File: src/core/gpab_regs.svh
`ifndef GPAB_REGS_SVH
`define GPAB_REGS_SVH
// register indices (byte address = 4 * index)
`define GPAB_IDX_A_DATA   8'h00
`define GPAB_IDX_B_DATA   8'h01
`define GPAB_IDX_A_DIR    8'h04
`define GPAB_IDX_B_DIR    8'h05
`define GPAB_IDX_B_DRIVE  8'h0C
`define GPAB_IDX_PERIPH   8'h10
`define GPAB_IDX_ADC_SEL  8'h11
`define GPAB_IDX_A_PIN    8'h12
`define GPAB_IDX_B_PIN    8'h13
// drive strength register fields
`define GPAB_HD_LO        2
`define GPAB_HD_HI        5
`define GPAB_CKS_LO       0
`define GPAB_CKS_HI       1
`define GPAB_PEND_BIT     7
`define GPAB_CKS_EXT      2'h1
// peripheral enable register fields
`define GPAB_PE_KBD_LO    0
`define GPAB_PE_KBD_HI    3
`define GPAB_PE_LCD       4
// reset values
`define GPAB_DIR_RST      8'h00
`define GPAB_DRV_RST      8'h00
`define GPAB_ADC_RST      5'h1F
`endif

File: src/core/gpab_pkg.sv
package gpab_pkg;
  typedef struct packed {
    logic       cyc;
    logic       stb;
    logic       we;
    logic [7:0] adr;
    logic [3:0] sel;
    logic [31:0] dat;
  } gpab_wb_req_s;

  typedef struct packed {
    logic [7:0] o;
    logic [7:0] oe;
    logic [3:0] hd;
  } gpab_pad_b_s;

  typedef struct packed {
    logic [1:0] t1_els0;
    logic [1:0] t1_els1;
    logic [1:0] t2_els0;
    logic [1:0] t2_els1;
  } gpab_timer_cfg_s;
endpackage

File: src/core/gpab_pin_mux.sv
`timescale 1ns/100ps
// one pad: peripheral owner wins over port direction and latch
module gpab_pin_mux (
  // port side
  input  wire logic port_dir_i,
  input  wire logic port_dat_i,
  // peripheral side
  input  wire logic own_i,
  input  wire logic own_oe_i,
  input  wire logic own_dat_i,
  // pad
  output logic      pad_o,
  output logic      pad_oe_o
);
  always_comb begin
    if (own_i) begin
      pad_oe_o = own_oe_i;
      pad_o    = own_dat_i;
    end else begin
      pad_oe_o = port_dir_i;
      pad_o    = port_dat_i;
    end
  end
endmodule

File: src/core/gpab_top.sv
// Design decision made here: the Wishbone slave port.
`timescale 1ns/100ps
`include "gpab_regs.svh"
module gpab_top (
  // system
  input  wire logic                   clk_i,
  input  wire logic                   rst_i,
  // wishbone slave
  input  wire gpab_pkg::gpab_wb_req_s wb_req_i,
  output logic [31:0]                 wb_dat_o,
  output logic                        wb_ack_o,
  // port A pads
  input  wire logic [7:0]             pa_i,
  output logic [7:0]                  pa_o,
  output logic [7:0]                  pa_oe_o,
  // port B pads
  input  wire logic [7:0]             pb_i,
  output gpab_pkg::gpab_pad_b_s       pb_pad_o,
  // timer and display pin functions
  input  wire gpab_pkg::gpab_timer_cfg_s tmr_cfg_i,
  input  wire logic [3:0]             tmr_oe_i,
  input  wire logic [3:0]             tmr_dat_i,
  input  wire logic [1:0]             fp_dat_i,
  input  wire logic                   periodic_irq_pending_latch_i,
  // pin function outputs
  output logic [3:0]                  keypad_wake_input_o,
  output logic [3:0]                  tmr_in_o,
  output logic                        periodic_irq_ext_clock_pin_o,
  output logic                        periodic_irq_ext_sel_o,
  output logic [5:0]                  converter_pin_sel_o,
  output logic                        display_driver_enable_o
);
  import gpab_pkg::*;

  typedef struct packed {
    logic [7:0] a_dat;
    logic [7:0] b_dat;
    logic [7:0] a_dir;
    logic [7:0] b_dir;
    logic [5:0] b_drv;
    logic [4:0] kbd_lcd;
    logic [4:0] adc_sel;
    logic       ack;
    logic [7:0] rdat;
  } gpab_state_s;

  gpab_state_s st_q;
  gpab_state_s st_d;

  // byte lane 0 holds every register
  function automatic logic [7:0] wr8(input logic [7:0] old, input logic [31:0] d, input logic s);
    wr8 = s ? d[7:0] : old;
  endfunction

  // input pins read the pad, output pins read the latch
  function automatic logic [7:0] port_rd(input logic [7:0] dir, input logic [7:0] lat, input logic [7:0] pin);
    port_rd = (dir & lat) | (~dir & pin);
  endfunction

  // converter channels 0..5 map to A4..A7, B0, B1
  function automatic logic [5:0] adc_dec(input logic [4:0] ch);
    adc_dec = 6'h00;
    if (ch < 5'h06) begin
      adc_dec[ch[2:0]] = 1'b1;
    end
  endfunction

  logic       req;
  logic       wr;
  logic [7:0] rd_mux;
  logic [5:0] adc_own;
  logic [7:0] a_own;
  logic [7:0] a_own_oe;
  logic [7:0] b_own;
  logic [7:0] b_own_oe;
  logic [7:0] b_own_dat;
  logic [3:0] tmr_own;

  assign req = wb_req_i.cyc & wb_req_i.stb & ~st_q.ack;
  assign wr  = req & wb_req_i.we;

  always_comb begin
    case (wb_req_i.adr)
      `GPAB_IDX_A_DATA:  rd_mux = port_rd(st_q.a_dir, st_q.a_dat, pa_i);
      `GPAB_IDX_B_DATA:  rd_mux = port_rd(st_q.b_dir, st_q.b_dat, pb_i);
      `GPAB_IDX_A_DIR:   rd_mux = st_q.a_dir;
      `GPAB_IDX_B_DIR:   rd_mux = st_q.b_dir;
      `GPAB_IDX_B_DRIVE: rd_mux = {periodic_irq_pending_latch_i, 1'b0, st_q.b_drv};
      `GPAB_IDX_PERIPH:  rd_mux = {3'h0, st_q.kbd_lcd};
      `GPAB_IDX_ADC_SEL: rd_mux = {3'h0, st_q.adc_sel};
      `GPAB_IDX_A_PIN:   rd_mux = pa_i;
      `GPAB_IDX_B_PIN:   rd_mux = pb_i;
      default:           rd_mux = 8'h00;
    endcase
  end

  always_comb begin
    st_d      = st_q;
    st_d.ack  = req;
    st_d.rdat = req ? rd_mux : st_q.rdat;
    if (wr) begin
      case (wb_req_i.adr)
        `GPAB_IDX_A_DATA:  st_d.a_dat = wr8(st_q.a_dat, wb_req_i.dat, wb_req_i.sel[0]);
        `GPAB_IDX_B_DATA:  st_d.b_dat = wr8(st_q.b_dat, wb_req_i.dat, wb_req_i.sel[0]);
        `GPAB_IDX_A_DIR:   st_d.a_dir = wr8(st_q.a_dir, wb_req_i.dat, wb_req_i.sel[0]);
        `GPAB_IDX_B_DIR:   st_d.b_dir = wr8(st_q.b_dir, wb_req_i.dat, wb_req_i.sel[0]);
        `GPAB_IDX_B_DRIVE: st_d.b_drv = wb_req_i.sel[0] ? wb_req_i.dat[5:0] : st_q.b_drv;
        `GPAB_IDX_PERIPH:  st_d.kbd_lcd = wb_req_i.sel[0] ? wb_req_i.dat[4:0] : st_q.kbd_lcd;
        `GPAB_IDX_ADC_SEL: st_d.adc_sel = wb_req_i.sel[0] ? wb_req_i.dat[4:0] : st_q.adc_sel;
        default: begin
        end
      endcase
    end
  end

  always_ff @(posedge clk_i) begin
    if (rst_i) begin
      // data latches keep their contents across reset
      st_q.a_dat   <= st_d.a_dat;
      st_q.b_dat   <= st_d.b_dat;
      st_q.a_dir   <= `GPAB_DIR_RST;
      st_q.b_dir   <= `GPAB_DIR_RST;
      st_q.b_drv   <= 6'(`GPAB_DRV_RST);
      st_q.kbd_lcd <= 5'h00;
      st_q.adc_sel <= `GPAB_ADC_RST;
      st_q.ack     <= 1'b0;
      st_q.rdat    <= 8'h00;
    end else begin
      st_q <= st_d;
    end
  end

  assign wb_ack_o = st_q.ack;
  assign wb_dat_o = {24'h000000, st_q.rdat};

  // pin ownership
  assign adc_own = adc_dec(st_q.adc_sel);
  // keypad pins are inputs; converter pins float
  assign a_own    = {adc_own[3:0], st_q.kbd_lcd[`GPAB_PE_KBD_HI:`GPAB_PE_KBD_LO]};
  assign a_own_oe = 8'h00;
  assign tmr_own  = {|tmr_cfg_i.t2_els1, |tmr_cfg_i.t2_els0,
                     |tmr_cfg_i.t1_els1, |tmr_cfg_i.t1_els0};
  assign b_own     = {{2{st_q.kbd_lcd[`GPAB_PE_LCD]}}, tmr_own, adc_own[5:4]};
  assign b_own_oe  = {{2{st_q.kbd_lcd[`GPAB_PE_LCD]}}, tmr_oe_i, 2'b00};
  assign b_own_dat = {fp_dat_i, tmr_dat_i, 2'b00};

  genvar gi;
  generate
    for (gi = 0; gi < 8; gi++) begin : g_pad
      gpab_pin_mux u_a (
        .port_dir_i (st_q.a_dir[gi]),
        .port_dat_i (st_q.a_dat[gi]),
        .own_i      (a_own[gi]),
        .own_oe_i   (a_own_oe[gi]),
        .own_dat_i  (1'b0),
        .pad_o      (pa_o[gi]),
        .pad_oe_o   (pa_oe_o[gi])
      );
      gpab_pin_mux u_b (
        .port_dir_i (st_q.b_dir[gi]),
        .port_dat_i (st_q.b_dat[gi]),
        .own_i      (b_own[gi]),
        .own_oe_i   (b_own_oe[gi]),
        .own_dat_i  (b_own_dat[gi]),
        .pad_o      (pb_pad_o.o[gi]),
        .pad_oe_o   (pb_pad_o.oe[gi])
      );
    end
  endgenerate

  // high sink drive only while the port drives the pin as an output
  assign pb_pad_o.hd = st_q.b_drv[`GPAB_HD_HI:`GPAB_HD_LO] & st_q.b_dir[5:2] & ~b_own[5:2];

  assign keypad_wake_input_o = pa_i[3:0] & st_q.kbd_lcd[`GPAB_PE_KBD_HI:`GPAB_PE_KBD_LO];
  assign tmr_in_o            = pb_i[5:2] & tmr_own;
  assign periodic_irq_ext_sel_o =
    (st_q.b_drv[`GPAB_CKS_HI:`GPAB_CKS_LO] == `GPAB_CKS_EXT);
  assign periodic_irq_ext_clock_pin_o = periodic_irq_ext_sel_o & pb_i[2];
  assign converter_pin_sel_o     = adc_own;
  assign display_driver_enable_o = st_q.kbd_lcd[`GPAB_PE_LCD];

  // register bus and reset
  a_dir_reset: assert property (@(posedge clk_i)
    rst_i |=> st_q.a_dir == 8'h00 && st_q.b_dir == 8'h00)
    else $error("direction not cleared by reset");

  a_conv_reset: assert property (@(posedge clk_i)
    rst_i |=> converter_pin_sel_o == 6'h00 && !display_driver_enable_o && pb_pad_o.hd == 4'h0)
    else $error("pin functions not released by reset");

  a_ack_once: assert property (@(posedge clk_i) disable iff (rst_i)
    wb_ack_o |=> !wb_ack_o)
    else $error("ack held two cycles");

  a_ack_follow: assert property (@(posedge clk_i) disable iff (rst_i)
    req |=> wb_ack_o)
    else $error("request not acknowledged");

  a_ack_idle: assert property (@(posedge clk_i) disable iff (rst_i)
    !req |=> !wb_ack_o)
    else $error("ack without request");

  a_rdat_hold: assert property (@(posedge clk_i) disable iff (rst_i)
    !req |=> $stable(wb_dat_o))
    else $error("read data moved without request");

  a_rd_unmapped: assert property (@(posedge clk_i) disable iff (rst_i)
    req && !wb_req_i.we && wb_req_i.adr > `GPAB_IDX_B_PIN |=> wb_dat_o == 32'h00000000)
    else $error("unmapped read not zero");

  a_sel_guard: assert property (@(posedge clk_i) disable iff (rst_i)
    wr && !wb_req_i.sel[0] |=> $stable(st_q.a_dir) && $stable(st_q.b_dir) && $stable(st_q.adc_sel))
    else $error("write landed without lane select");

  a_dir_readback: assert property (@(posedge clk_i) disable iff (rst_i)
    wr && wb_req_i.adr == `GPAB_IDX_A_DIR && wb_req_i.sel[0] |=> st_q.a_dir == $past(wb_req_i.dat[7:0]))
    else $error("direction write lost");

  a_dir_b_readback: assert property (@(posedge clk_i) disable iff (rst_i)
    wr && wb_req_i.adr == `GPAB_IDX_B_DIR && wb_req_i.sel[0] |=> st_q.b_dir == $past(wb_req_i.dat[7:0]))
    else $error("port B direction write lost");

  a_latch_write: assert property (@(posedge clk_i) disable iff (rst_i)
    wr && wb_req_i.adr == `GPAB_IDX_B_DATA && wb_req_i.sel[0] |=> st_q.b_dat == $past(wb_req_i.dat[7:0]))
    else $error("latch write lost");

  a_latch_a_write: assert property (@(posedge clk_i) disable iff (rst_i)
    wr && wb_req_i.adr == `GPAB_IDX_A_DATA && wb_req_i.sel[0] |=> st_q.a_dat == $past(wb_req_i.dat[7:0]))
    else $error("port A latch write lost");

  a_a_read: assert property (@(posedge clk_i) disable iff (rst_i)
    req && !wb_req_i.we && wb_req_i.adr == `GPAB_IDX_A_DATA
    |=> wb_dat_o[7:0] == (($past(st_q.a_dir) & $past(st_q.a_dat)) | (~$past(st_q.a_dir) & $past(pa_i))))
    else $error("port A read wrong");

  a_b_read: assert property (@(posedge clk_i) disable iff (rst_i)
    req && !wb_req_i.we && wb_req_i.adr == `GPAB_IDX_B_DATA
    |=> wb_dat_o[7:0] == (($past(st_q.b_dir) & $past(st_q.b_dat)) | (~$past(st_q.b_dir) & $past(pb_i))))
    else $error("port B read wrong");

  // pads and pin functions
  a_pad_dir: assert property (@(posedge clk_i) disable iff (rst_i)
    (pa_oe_o & ~a_own) == (st_q.a_dir & ~a_own))
    else $error("port A drive mismatch");

  a_b_pad_dir: assert property (@(posedge clk_i) disable iff (rst_i)
    (pb_pad_o.oe & ~b_own) == (st_q.b_dir & ~b_own))
    else $error("port B drive mismatch");

  a_kbd_float: assert property (@(posedge clk_i) disable iff (rst_i)
    (pa_oe_o[3:0] & st_q.kbd_lcd[3:0]) == 4'h0)
    else $error("keypad pin driven");

  a_kbd_gate: assert property (@(posedge clk_i) disable iff (rst_i)
    (keypad_wake_input_o & ~st_q.kbd_lcd[3:0]) == 4'h0)
    else $error("keypad input on disabled pin");

  a_adc_onehot: assert property (@(posedge clk_i) disable iff (rst_i)
    $onehot0(converter_pin_sel_o))
    else $error("several converter pins selected");

  a_adc_float: assert property (@(posedge clk_i) disable iff (rst_i)
    (pa_oe_o[7:4] & converter_pin_sel_o[3:0]) == 4'h0 && (pb_pad_o.oe[1:0] & converter_pin_sel_o[5:4]) == 2'h0)
    else $error("converter pin driven");

  a_adc_none: assert property (@(posedge clk_i) disable iff (rst_i)
    st_q.adc_sel > 5'h05 |-> converter_pin_sel_o == 6'h00)
    else $error("converter pin taken by unused code");

  a_adc_digital: assert property (@(posedge clk_i) disable iff (rst_i)
    pa_oe_o[7:4] == (st_q.a_dir[7:4] & ~converter_pin_sel_o[3:0]))
    else $error("port A analog pin not digital");

  a_adc_b_digital: assert property (@(posedge clk_i) disable iff (rst_i)
    pb_pad_o.oe[1:0] == (st_q.b_dir[1:0] & ~converter_pin_sel_o[5:4]))
    else $error("port B analog pin not digital");

  a_tmr1_ch0: assert property (@(posedge clk_i) disable iff (rst_i)
    pb_pad_o.oe[2] == ((tmr_cfg_i.t1_els0 != 2'h0) ? tmr_oe_i[0] : st_q.b_dir[2]))
    else $error("first timer channel 0 pin wrong");

  a_tmr1_ch1: assert property (@(posedge clk_i) disable iff (rst_i)
    pb_pad_o.oe[3] == ((tmr_cfg_i.t1_els1 != 2'h0) ? tmr_oe_i[1] : st_q.b_dir[3]))
    else $error("first timer channel 1 pin wrong");

  a_tmr2_ch0: assert property (@(posedge clk_i) disable iff (rst_i)
    pb_pad_o.oe[4] == ((tmr_cfg_i.t2_els0 != 2'h0) ? tmr_oe_i[2] : st_q.b_dir[4]))
    else $error("second timer channel 0 pin wrong");

  a_tmr2_ch1: assert property (@(posedge clk_i) disable iff (rst_i)
    pb_pad_o.oe[5] == ((tmr_cfg_i.t2_els1 != 2'h0) ? tmr_oe_i[3] : st_q.b_dir[5]))
    else $error("second timer channel 1 pin wrong");

  a_tmr_in: assert property (@(posedge clk_i) disable iff (rst_i)
    (tmr_in_o & ~tmr_own) == 4'h0)
    else $error("timer input on port pin");

  a_own_data: assert property (@(posedge clk_i) disable iff (rst_i)
    tmr_cfg_i.t1_els0 != 2'h0 |-> pb_pad_o.o[2] == tmr_dat_i[0])
    else $error("owner data lost on pad");

  a_lcd_own: assert property (@(posedge clk_i) disable iff (rst_i)
    display_driver_enable_o |-> pb_pad_o.oe[7:6] == 2'b11 && pb_pad_o.o[7:6] == fp_dat_i)
    else $error("display pins not owned");

  a_lcd_free: assert property (@(posedge clk_i) disable iff (rst_i)
    !display_driver_enable_o |-> pb_pad_o.oe[7:6] == st_q.b_dir[7:6])
    else $error("display pins not released");

  a_hd_output: assert property (@(posedge clk_i) disable iff (rst_i)
    (pb_pad_o.hd & ~pb_pad_o.oe[5:2]) == 4'h0)
    else $error("high drive on input");

  a_hd_enable: assert property (@(posedge clk_i) disable iff (rst_i)
    (pb_pad_o.hd & ~st_q.b_drv[5:2]) == 4'h0)
    else $error("high drive without enable");

  a_ext_clk: assert property (@(posedge clk_i) disable iff (rst_i)
    periodic_irq_ext_clock_pin_o |-> pb_i[2] && st_q.b_drv[1:0] == 2'h1)
    else $error("external clock misrouted");

  a_ext_sel: assert property (@(posedge clk_i) disable iff (rst_i)
    st_q.b_drv[1:0] != 2'h1 |-> !periodic_irq_ext_clock_pin_o && !periodic_irq_ext_sel_o)
    else $error("external clock without select");
endmodule

File: config.mk
export PLATFORM = sky130hd
export DESIGN_NAME = gpab_top
export DESIGN_NICKNAME = d
export VERILOG_FILES = /design/src/core/gpab_pkg.sv /design/src/core/gpab_pin_mux.sv /design/src/core/gpab_top.sv
export VERILOG_INCLUDE_DIRS = /design/src /design/src/core
export SDC_FILE = /design/constraint.sdc
export NUM_CORES = 1
export LEC_CHECK = 0
export BUFFER_PORTS_ARGS = -buffer_cell sky130_fd_sc_hd__buf_4
export CAP_MARGIN = 20
export CORE_AREA = 2 2 89 91
export DETAILED_ROUTE_END_ITERATION = 12
export DIE_AREA = 0 0 91 93
export GPL_ROUTABILITY_DRIVEN = 0
export PLACE_DENSITY = 0.8
export REMOVE_ABC_BUFFERS = 1
export SYNTH_ARGS = -nofsm -noshare
export SYNTH_HDL_FRONTEND = slang
export SYNTH_SLANG_ARGS = --single-unit
export TNS_END_PERCENT = 100
File: constraint.sdc
create_clock -name clk_i -period 3 [get_ports clk_i]
set_input_delay 0.15 -clock clk_i [delete_from_list [all_inputs] [get_ports clk_i]]
set_output_delay 0.15 -clock clk_i [all_outputs]
set_load 0.03 [all_outputs]
==> impl_metrics.py, run 1 <==
metrics = {
    "run_status": {
        "status": "finished, final reports clean",
    },
    "routing": {
        "drc": 0,
        "drtAntennaViolNets": 0,
        "wirelength_um": 9846,
        "vias_per_cell": 5.465,
        "vias": 3164,
        "avgRoutedWirePerCell_um": 17.01,
        "first_iter_violations": 193,
        "drt_first_pass_iters": 5,
    },
    "final_layout": {
        "regArea_um2": 1301,
        "nets": 556,
        "multi_input_area_um2": 1873,
        "area_growth_pct": 18.42,
        "stdcell_count": 579,
        "drive_gt1_share_pct": 32.91,
        "fill_cells": 677,
        "n_antenna_cell": 0,
    },
    "job": {
        "maxCapViolations": 0,
    },
    "hold_path": {
        "worstHoldStart": "wb_req_i[5]",
        "min_path_type": "in -> reg",
        "holdPathStages": 1,
        "whs_endpoint": "st_q[54]",
    },
    "placement": {
        "dp_cells": 562,
        "dp_hpwl_um": 7107,
        "port_buffers": 118,
    },
    "global_route": {
        "grt_pass1_wl_um": 15010,
        "grt_overflow": 0,
        "grtUsageTotal_pct": 23.04,
        "antenna_found_initial": 0,
        "grt_max_degree": 36,
        "grt_pass1_vias": 2921,
    },
    "sta": {
        "fmax_mhz": 467.8,
        "slew_headroom_pct": 50.33,
        "hold_slack_ns": 0.01870,
        "finalSetupViolCount": 0,
        "worstMarginPinSlew_ns": 0.7390,
        "clock_skew_ns": 0.006491,
        "slew_violations": 0,
        "hold_viol_final": 0,
        "period_needed_ns": 2.138,
        "setup-tns-final_ns": 0,
        "rsz0062_at_grt": "false",
        "period_share_pct": 71.25,
    },
    "setup_path": {
        "crit_type": "reg -> reg",
        "critPathBufInv": 0,
        "crit_required_ns": 3.23,
        "r2r-start": "wb_ack_o",
        "critPathArrivalTime_ns": 2.36,
        "cp_cell_sequence": "and3b_1 > and3_1 > or4b_1 > mux2i_1 > nor2_1",
        "critPathLaunch": "wb_ack_o",
        "crit_family": "simple AND/OR/NAND/NOR gates",
        "rr_worst_depth": 5,
        "r2r_slack_ns": 0.86,
        "worst-path-max-fanout": 10,
        "slowest_stage": "or4b_1",
        "reg2reg_to": "display_driver_enable_o",
        "cp-end-kind": "flop",
        "max_stage_delay_ns": 0.69,
        "crit_path_start_kind": "flop",
    },
    "clock_tree": {
        "cts-resized-gates": 0,
        "cts_htree_levels": 3,
        "cts_tree": "built",
        "clk_pin_slew_ns": 0.07,
        "cts-root-buf": "clkbuf_8",
        "numCtsBuffers": 9,
        "clk_latency_ns": 0.35,
        "clock_sinks": 57,
        "cts_buffer_depth": 2,
    },
    "die": {
        "ios": 170,
        "die_y_um": 93,
        "die_x_um": 91,
        "start_util_pct": 49.17,
        "coreArea_um2": 7527,
        "dieArea_um2": 8463,
        "rows": 32,
    },
    "synthesis": {
        "synth_top_family_by_area": "simple AND/OR/NAND/NOR gates",
        "synth_fa_ha_area_share_pct": 0,
        "synth_edf_count": 16,
        "async_reset_ff_share_pct": 0,
        "syn_inst": 405,
        "synth_xor_area_share_pct": 0,
        "synthTopCellsByArea": "dfxtp_1 (22%), buf_4 (14%), edfxtp_1 (13%), mux2i_1 (11%), nor2_1 (4.8%)",
        "synthFlopType": "dfxtp_1",
        "synth.avg_cell_area_um2": 9.138,
        "synth_area_um2": 3701,
        "yosys_warnings": 0,
        "ys_ff_latch": 57,
        "synth-seq-area-share_pct": 35.16,
        "synth_cell_types": 53,
        "synth_compound_area_share_pct": 8.621,
        "synth.area.mux_share_pct": 17.44,
        "synth_top_area_share_pct": 22.18,
        "yosys.area.top_type": "dfxtp_1",
        "synth_simple_gate_area_share_pct": 21.94,
    },
    "power": {
        "p_per_area_nw_per_um2": 378.9,
        "p_leak_nw": 2.086,
        "total_power_mw": 1.661,
        "peakVddDrop_uv": 217.0,
    },
}
[cells in the final DEF (no fill, tap or decap), drive strengths merged, types with 2 or more instances in the layout]
cell type	instances
nor3	6
a21oi	10
nor2	47
and3	10
mux2	12
and2	10
a211oi	6
mux2i	42
a32oi	2
or2	3
nand2	13
edfxtp	16
clkbuf	11
o21ai	16
conb	24
nand3	8
mux4	4
nor3b	3
nand2b	9
dfxtp	41
a2111oi	2
nand4	4
inv	4
a311oi	2
clkinv	5
nor2b	25
o21a	2
buf	119
or3b	2
or3	3
[kinds of logic after synthesis]
group	after synthesis
flops	57
other cells	1
mux	58
compound gates	49
simple gates	149
buf+inv	91
[power by group]
| group | switching (mW) | internal [mW] |
|---|---|---|
| logic | 0.154 | 0.0999 |
| registers | 0.00101 | 0.792 |
| clock network | 0.303 | 0.310 |
[how the worst max path moves through the flow]
| stage | cells after the start | end |
|---|---|---|
| floorplan | 3 | st_q[41] |
| global placement | 5 | st_q[47] |
| detailed placement | 5 | st_q[46] |
| CTS | 5 | display_driver_enable_o |
| global route | 5 | a_own[1] |
| finish | 5 | display_driver_enable_o |
[final cells by class]
class | count | share of cell area [%]
Multi-Input combinational cell | 280 | 42.73
Tap cell | 102 | 2.912
Sequential cell | 57 | 29.69
Clock buffer | 11 | 3.226
Timing Repair Buffer | 120 | 20.61
Inverter | 4 | 0.3426
Clock inverter | 5 | 0.4853
[sequential cells by signal, indices dropped and copies added (netlist names)]
| name | cells |
|---|---|
| wb_dat_o | 8 |
| st_q | 43 |
| display_driver_enable_o | 1 |
| a_own | 4 |
| wb_ack_o | 1 |
[per-stage QoR]
step	utilization [%]	setup WS, ns	cell area [µm²]
after floorplan	-	0.8697	3183
after CTS	58.23	0.8744	4383
final	58.23	0.8625	4383
after global routing	58.23	0.7265	4383
after detailed placement	55.93	0.8008	4210
after global placement	55.93	0.8765	4210
[per-layer routing]
layer | up-vias | wire length (µm) | track usage, %
met1 | 1463 | 4050 | 29.78
met2 | 203 | 4575 | 36.60
met5 | - | 0 | 0
met3 | 38 | 897 | 5.077
met4 | 0 | 323 | 11.36
li1 | 1460 | - | -
[cell usage after synthesis (all sizes together), types with 3 or more instances]
cell type,count
a211oi,6
a21oi,10
and2,10
and3,10
buf,76
clkbuf,11
dfxtp,41
edfxtp,16
inv,4
mux2,12
mux2i,42
mux4,4
nand2,13
nand2b,9
nand3,8
nand4,4
nor2,47
nor2b,25
nor3,6
nor3b,3
o21ai,16
or2,3
or3,3
[timing repair]
action	4_1_cts	5_1_grt
hold buffers	1	0
buffers inserted	0	0
endpoints found under the hold margin	2	0
Power figures use the tool's default switching activity.
==> run 2, diff against run 1 <==
--- a/config.mk
+++ b/config.mk
@@ -8,11 +8,11 @@
 export LEC_CHECK = 0
 export BUFFER_PORTS_ARGS = -buffer_cell sky130_fd_sc_hd__buf_4
 export CAP_MARGIN = 20
-export CORE_AREA = 2 2 89 91
+export CORE_AREA = 2 2 96 98
 export DETAILED_ROUTE_END_ITERATION = 12
-export DIE_AREA = 0 0 91 93
+export DIE_AREA = 0 0 98 100
 export GPL_ROUTABILITY_DRIVEN = 0
-export PLACE_DENSITY = 0.8
+export PLACE_DENSITY = 0.72
 export REMOVE_ABC_BUFFERS = 1
 export SYNTH_ARGS = -nofsm -noshare
 export SYNTH_HDL_FRONTEND = slang
==> constraint.sdc (replaced) <==
create_clock -name clk_i -period 1.77 [get_ports clk_i]
set_input_delay 0.0885 -clock clk_i [delete_from_list [all_inputs] [get_ports clk_i]]
set_output_delay 0.0885 -clock clk_i [all_outputs]
set_load 0.03 [all_outputs]
==> run 2 against run 1 <==
Against the previous run:
- design area grew 7.4%
- clock skew down 0.00067 ns
- critical path depth increased by 1
- first-iteration DRC count rose by 8.8%
- non-clock buffer count grew 36
- worst setup slack worse by 0.81 ns
- via count up 2.1%
- routed wire length is 3.1% higher
- sequential power grew 69%
- fmax grew 24%
- global-route usage shrank 2.6 points
- largest cell class unchanged
- highest routed layer unchanged
==> impl_metrics.py, run 2 (synthesized netlist as in run 1, its figures left out) <==
metrics = {
    "run_status": {
        "status": "finished, final reports clean",
    },
    "routing": {
        "first_iter_violations": 210,
        "drt_first_pass_iters": 5,
        "vias_per_cell": 5.178,
        "vias": 3231,
        "drtAntennaViolNets": 0,
        "avgRoutedWirePerCell_um": 16.27,
        "drc": 0,
        "wirelength_um": 10150,
    },
    "clock_tree": {
        "cts_buffer_depth": 2,
        "clk_pin_slew_ns": 0.07,
        "clock_sinks": 57,
        "cts_htree_levels": 3,
        "cts-root-buf": "clkbuf_8",
        "post_cts_buffers": 0,
        "cts_tree": "built",
        "clk_latency_ns": 0.34,
        "numCtsBuffers": 9,
    },
    "sta": {
        "period_needed_ns": 1.720,
        "clock_skew_ns": 0.005817,
        "setup-tns-final_ns": 0,
        "slew_violations": 0,
        "finalSetupViolCount": 0,
        "period_share_pct": 97.16,
        "hold_slack_ns": 0.05686,
        "hold_viol_final": 0,
        "fmax_mhz": 581.5,
        "worst_slack_ns": 0.05019,
    },
    "die": {
        "die_y_um": 100,
        "coreArea_um2": 8890,
        "ios": 170,
        "dieArea_um2": 9800,
        "start_util_pct": 41.63,
        "rows": 35,
        "die_x_um": 98,
    },
    "power": {
        "peakVddDrop_uv": 286.8,
        "p_per_area_nw_per_um2": 595.4,
        "p_leak_nw": 2.277,
    },
    "final_layout": {
        "final_common_cell": "buf_4",
        "n_antenna_cell": 0,
        "regMostFlops": "st_q",
        "final_area_um2": 4706,
        "largest_reg_flops": 43,
        "drive_gt1_share_pct": 37.43,
        "nets": 592,
        "area_growth_pct": 27.15,
        "final_cell_mix": "buf_4 (147), nor2_1 (46), mux2i_1 (42)",
        "stdcell_count": 624,
    },
    "global_route": {
        "antenna_found_initial": 0,
        "gr-usage-met2_pct": 32.77,
        "grt_pass1_wl_um": 15670,
        "grt_max_degree": 36,
        "globalRouteMet1Util_pct": 26.49,
        "grt_overflow": 0,
        "grt_pass1_vias": 3076,
        "grt_busiest_layer": "met2",
        "grtUsageTotal_pct": 20.41,
        "gr-usage-met3_pct": 5.501,
    },
    "placement": {
        "dp_cells": 600,
        "dp_hpwl_um": 7706,
        "port_buffers": 118,
        "place_area_um2": 4439,
        "pre_cts_slack_ns": 0.06312,
    },
    "setup_path": {
        "crit_required_ns": 1.98,
        "critPathArrivalTime_ns": 1.93,
        "cp-end-kind": "flop",
        "crit_type": "reg -> reg",
        "worst-path-max-fanout": 5,
        "crit_path_start_kind": "flop",
    },
    "hold_path": {
        "min_path_type": "in -> reg",
    },
    "job": {
        "maxCapViolations": 0,
    },
}
-- run 2: worst max-delay path: stages, from the launching register on --
cell     delay (ns)
dfxtp_1        0.31
and3b_2        0.25
and3_1         0.19
or4b_1         0.45
buf_6          0.16
mux2i_1        0.18
nor2_1         0.05
-- run 2: area by class of cell --
class,count,area [µm²]
repair buffers,156,1195
multi-input cells,280,1902
inverters,4,15.01
flip-flops and latches,57,1301
fillers,820,4184
clock buffers,11,131.4
well taps,111,138.9
clock inverters,5,22.52
-- run 2: what timing repair did --
action	4_1_cts	5_1_grt
pin swaps	0	0
setup endpoints to repair	6	12
endpoints found under the hold margin	16	0
hold buffers	8	0
resized for setup	2	6
-- run 2: metrics by stage --
step	util [%]	total power, mW
2_1_floorplan	-	1.586
3_3_place_gp	49.94	1.818
3_5_place_dp	49.94	1.823
4_1_cts	52.70	2.815
5_1_grt	52.93	2.917
6_report	52.93	2.802
-- run 2: metal layers --
metal,wire length [µm],share of wire [%],vias up
met5,0,0,-
met2,4880,48,165
met4,212,2.1,0
met1,4247,42,1516
met3,811,8.0,21
li1,-,-,1529
-- run 2: report_power, final --
group | internal, mW | switching, mW | total, mW
combinational | 0.198 | 0.270 | 0.467
sequential | 1.34 | 0.00216 | 1.34
clock | 0.491 | 0.499 | 0.989
total | 2.03 | 0.771 | 2.80
-- run 2: path summary, 6_finish.rpt --
kind                    start           to  slack [ns]  depth (start not counted)
hold / removal        pb_i[7]  wb_dat_o[7]        0.06                          3
setup / recovery     wb_ack_o     a_own[1]        0.05                          6
hold reg to reg   wb_dat_o[6]  wb_dat_o[6]        0.47                          2
setup reg to reg     wb_ack_o     a_own[1]        0.05                          6
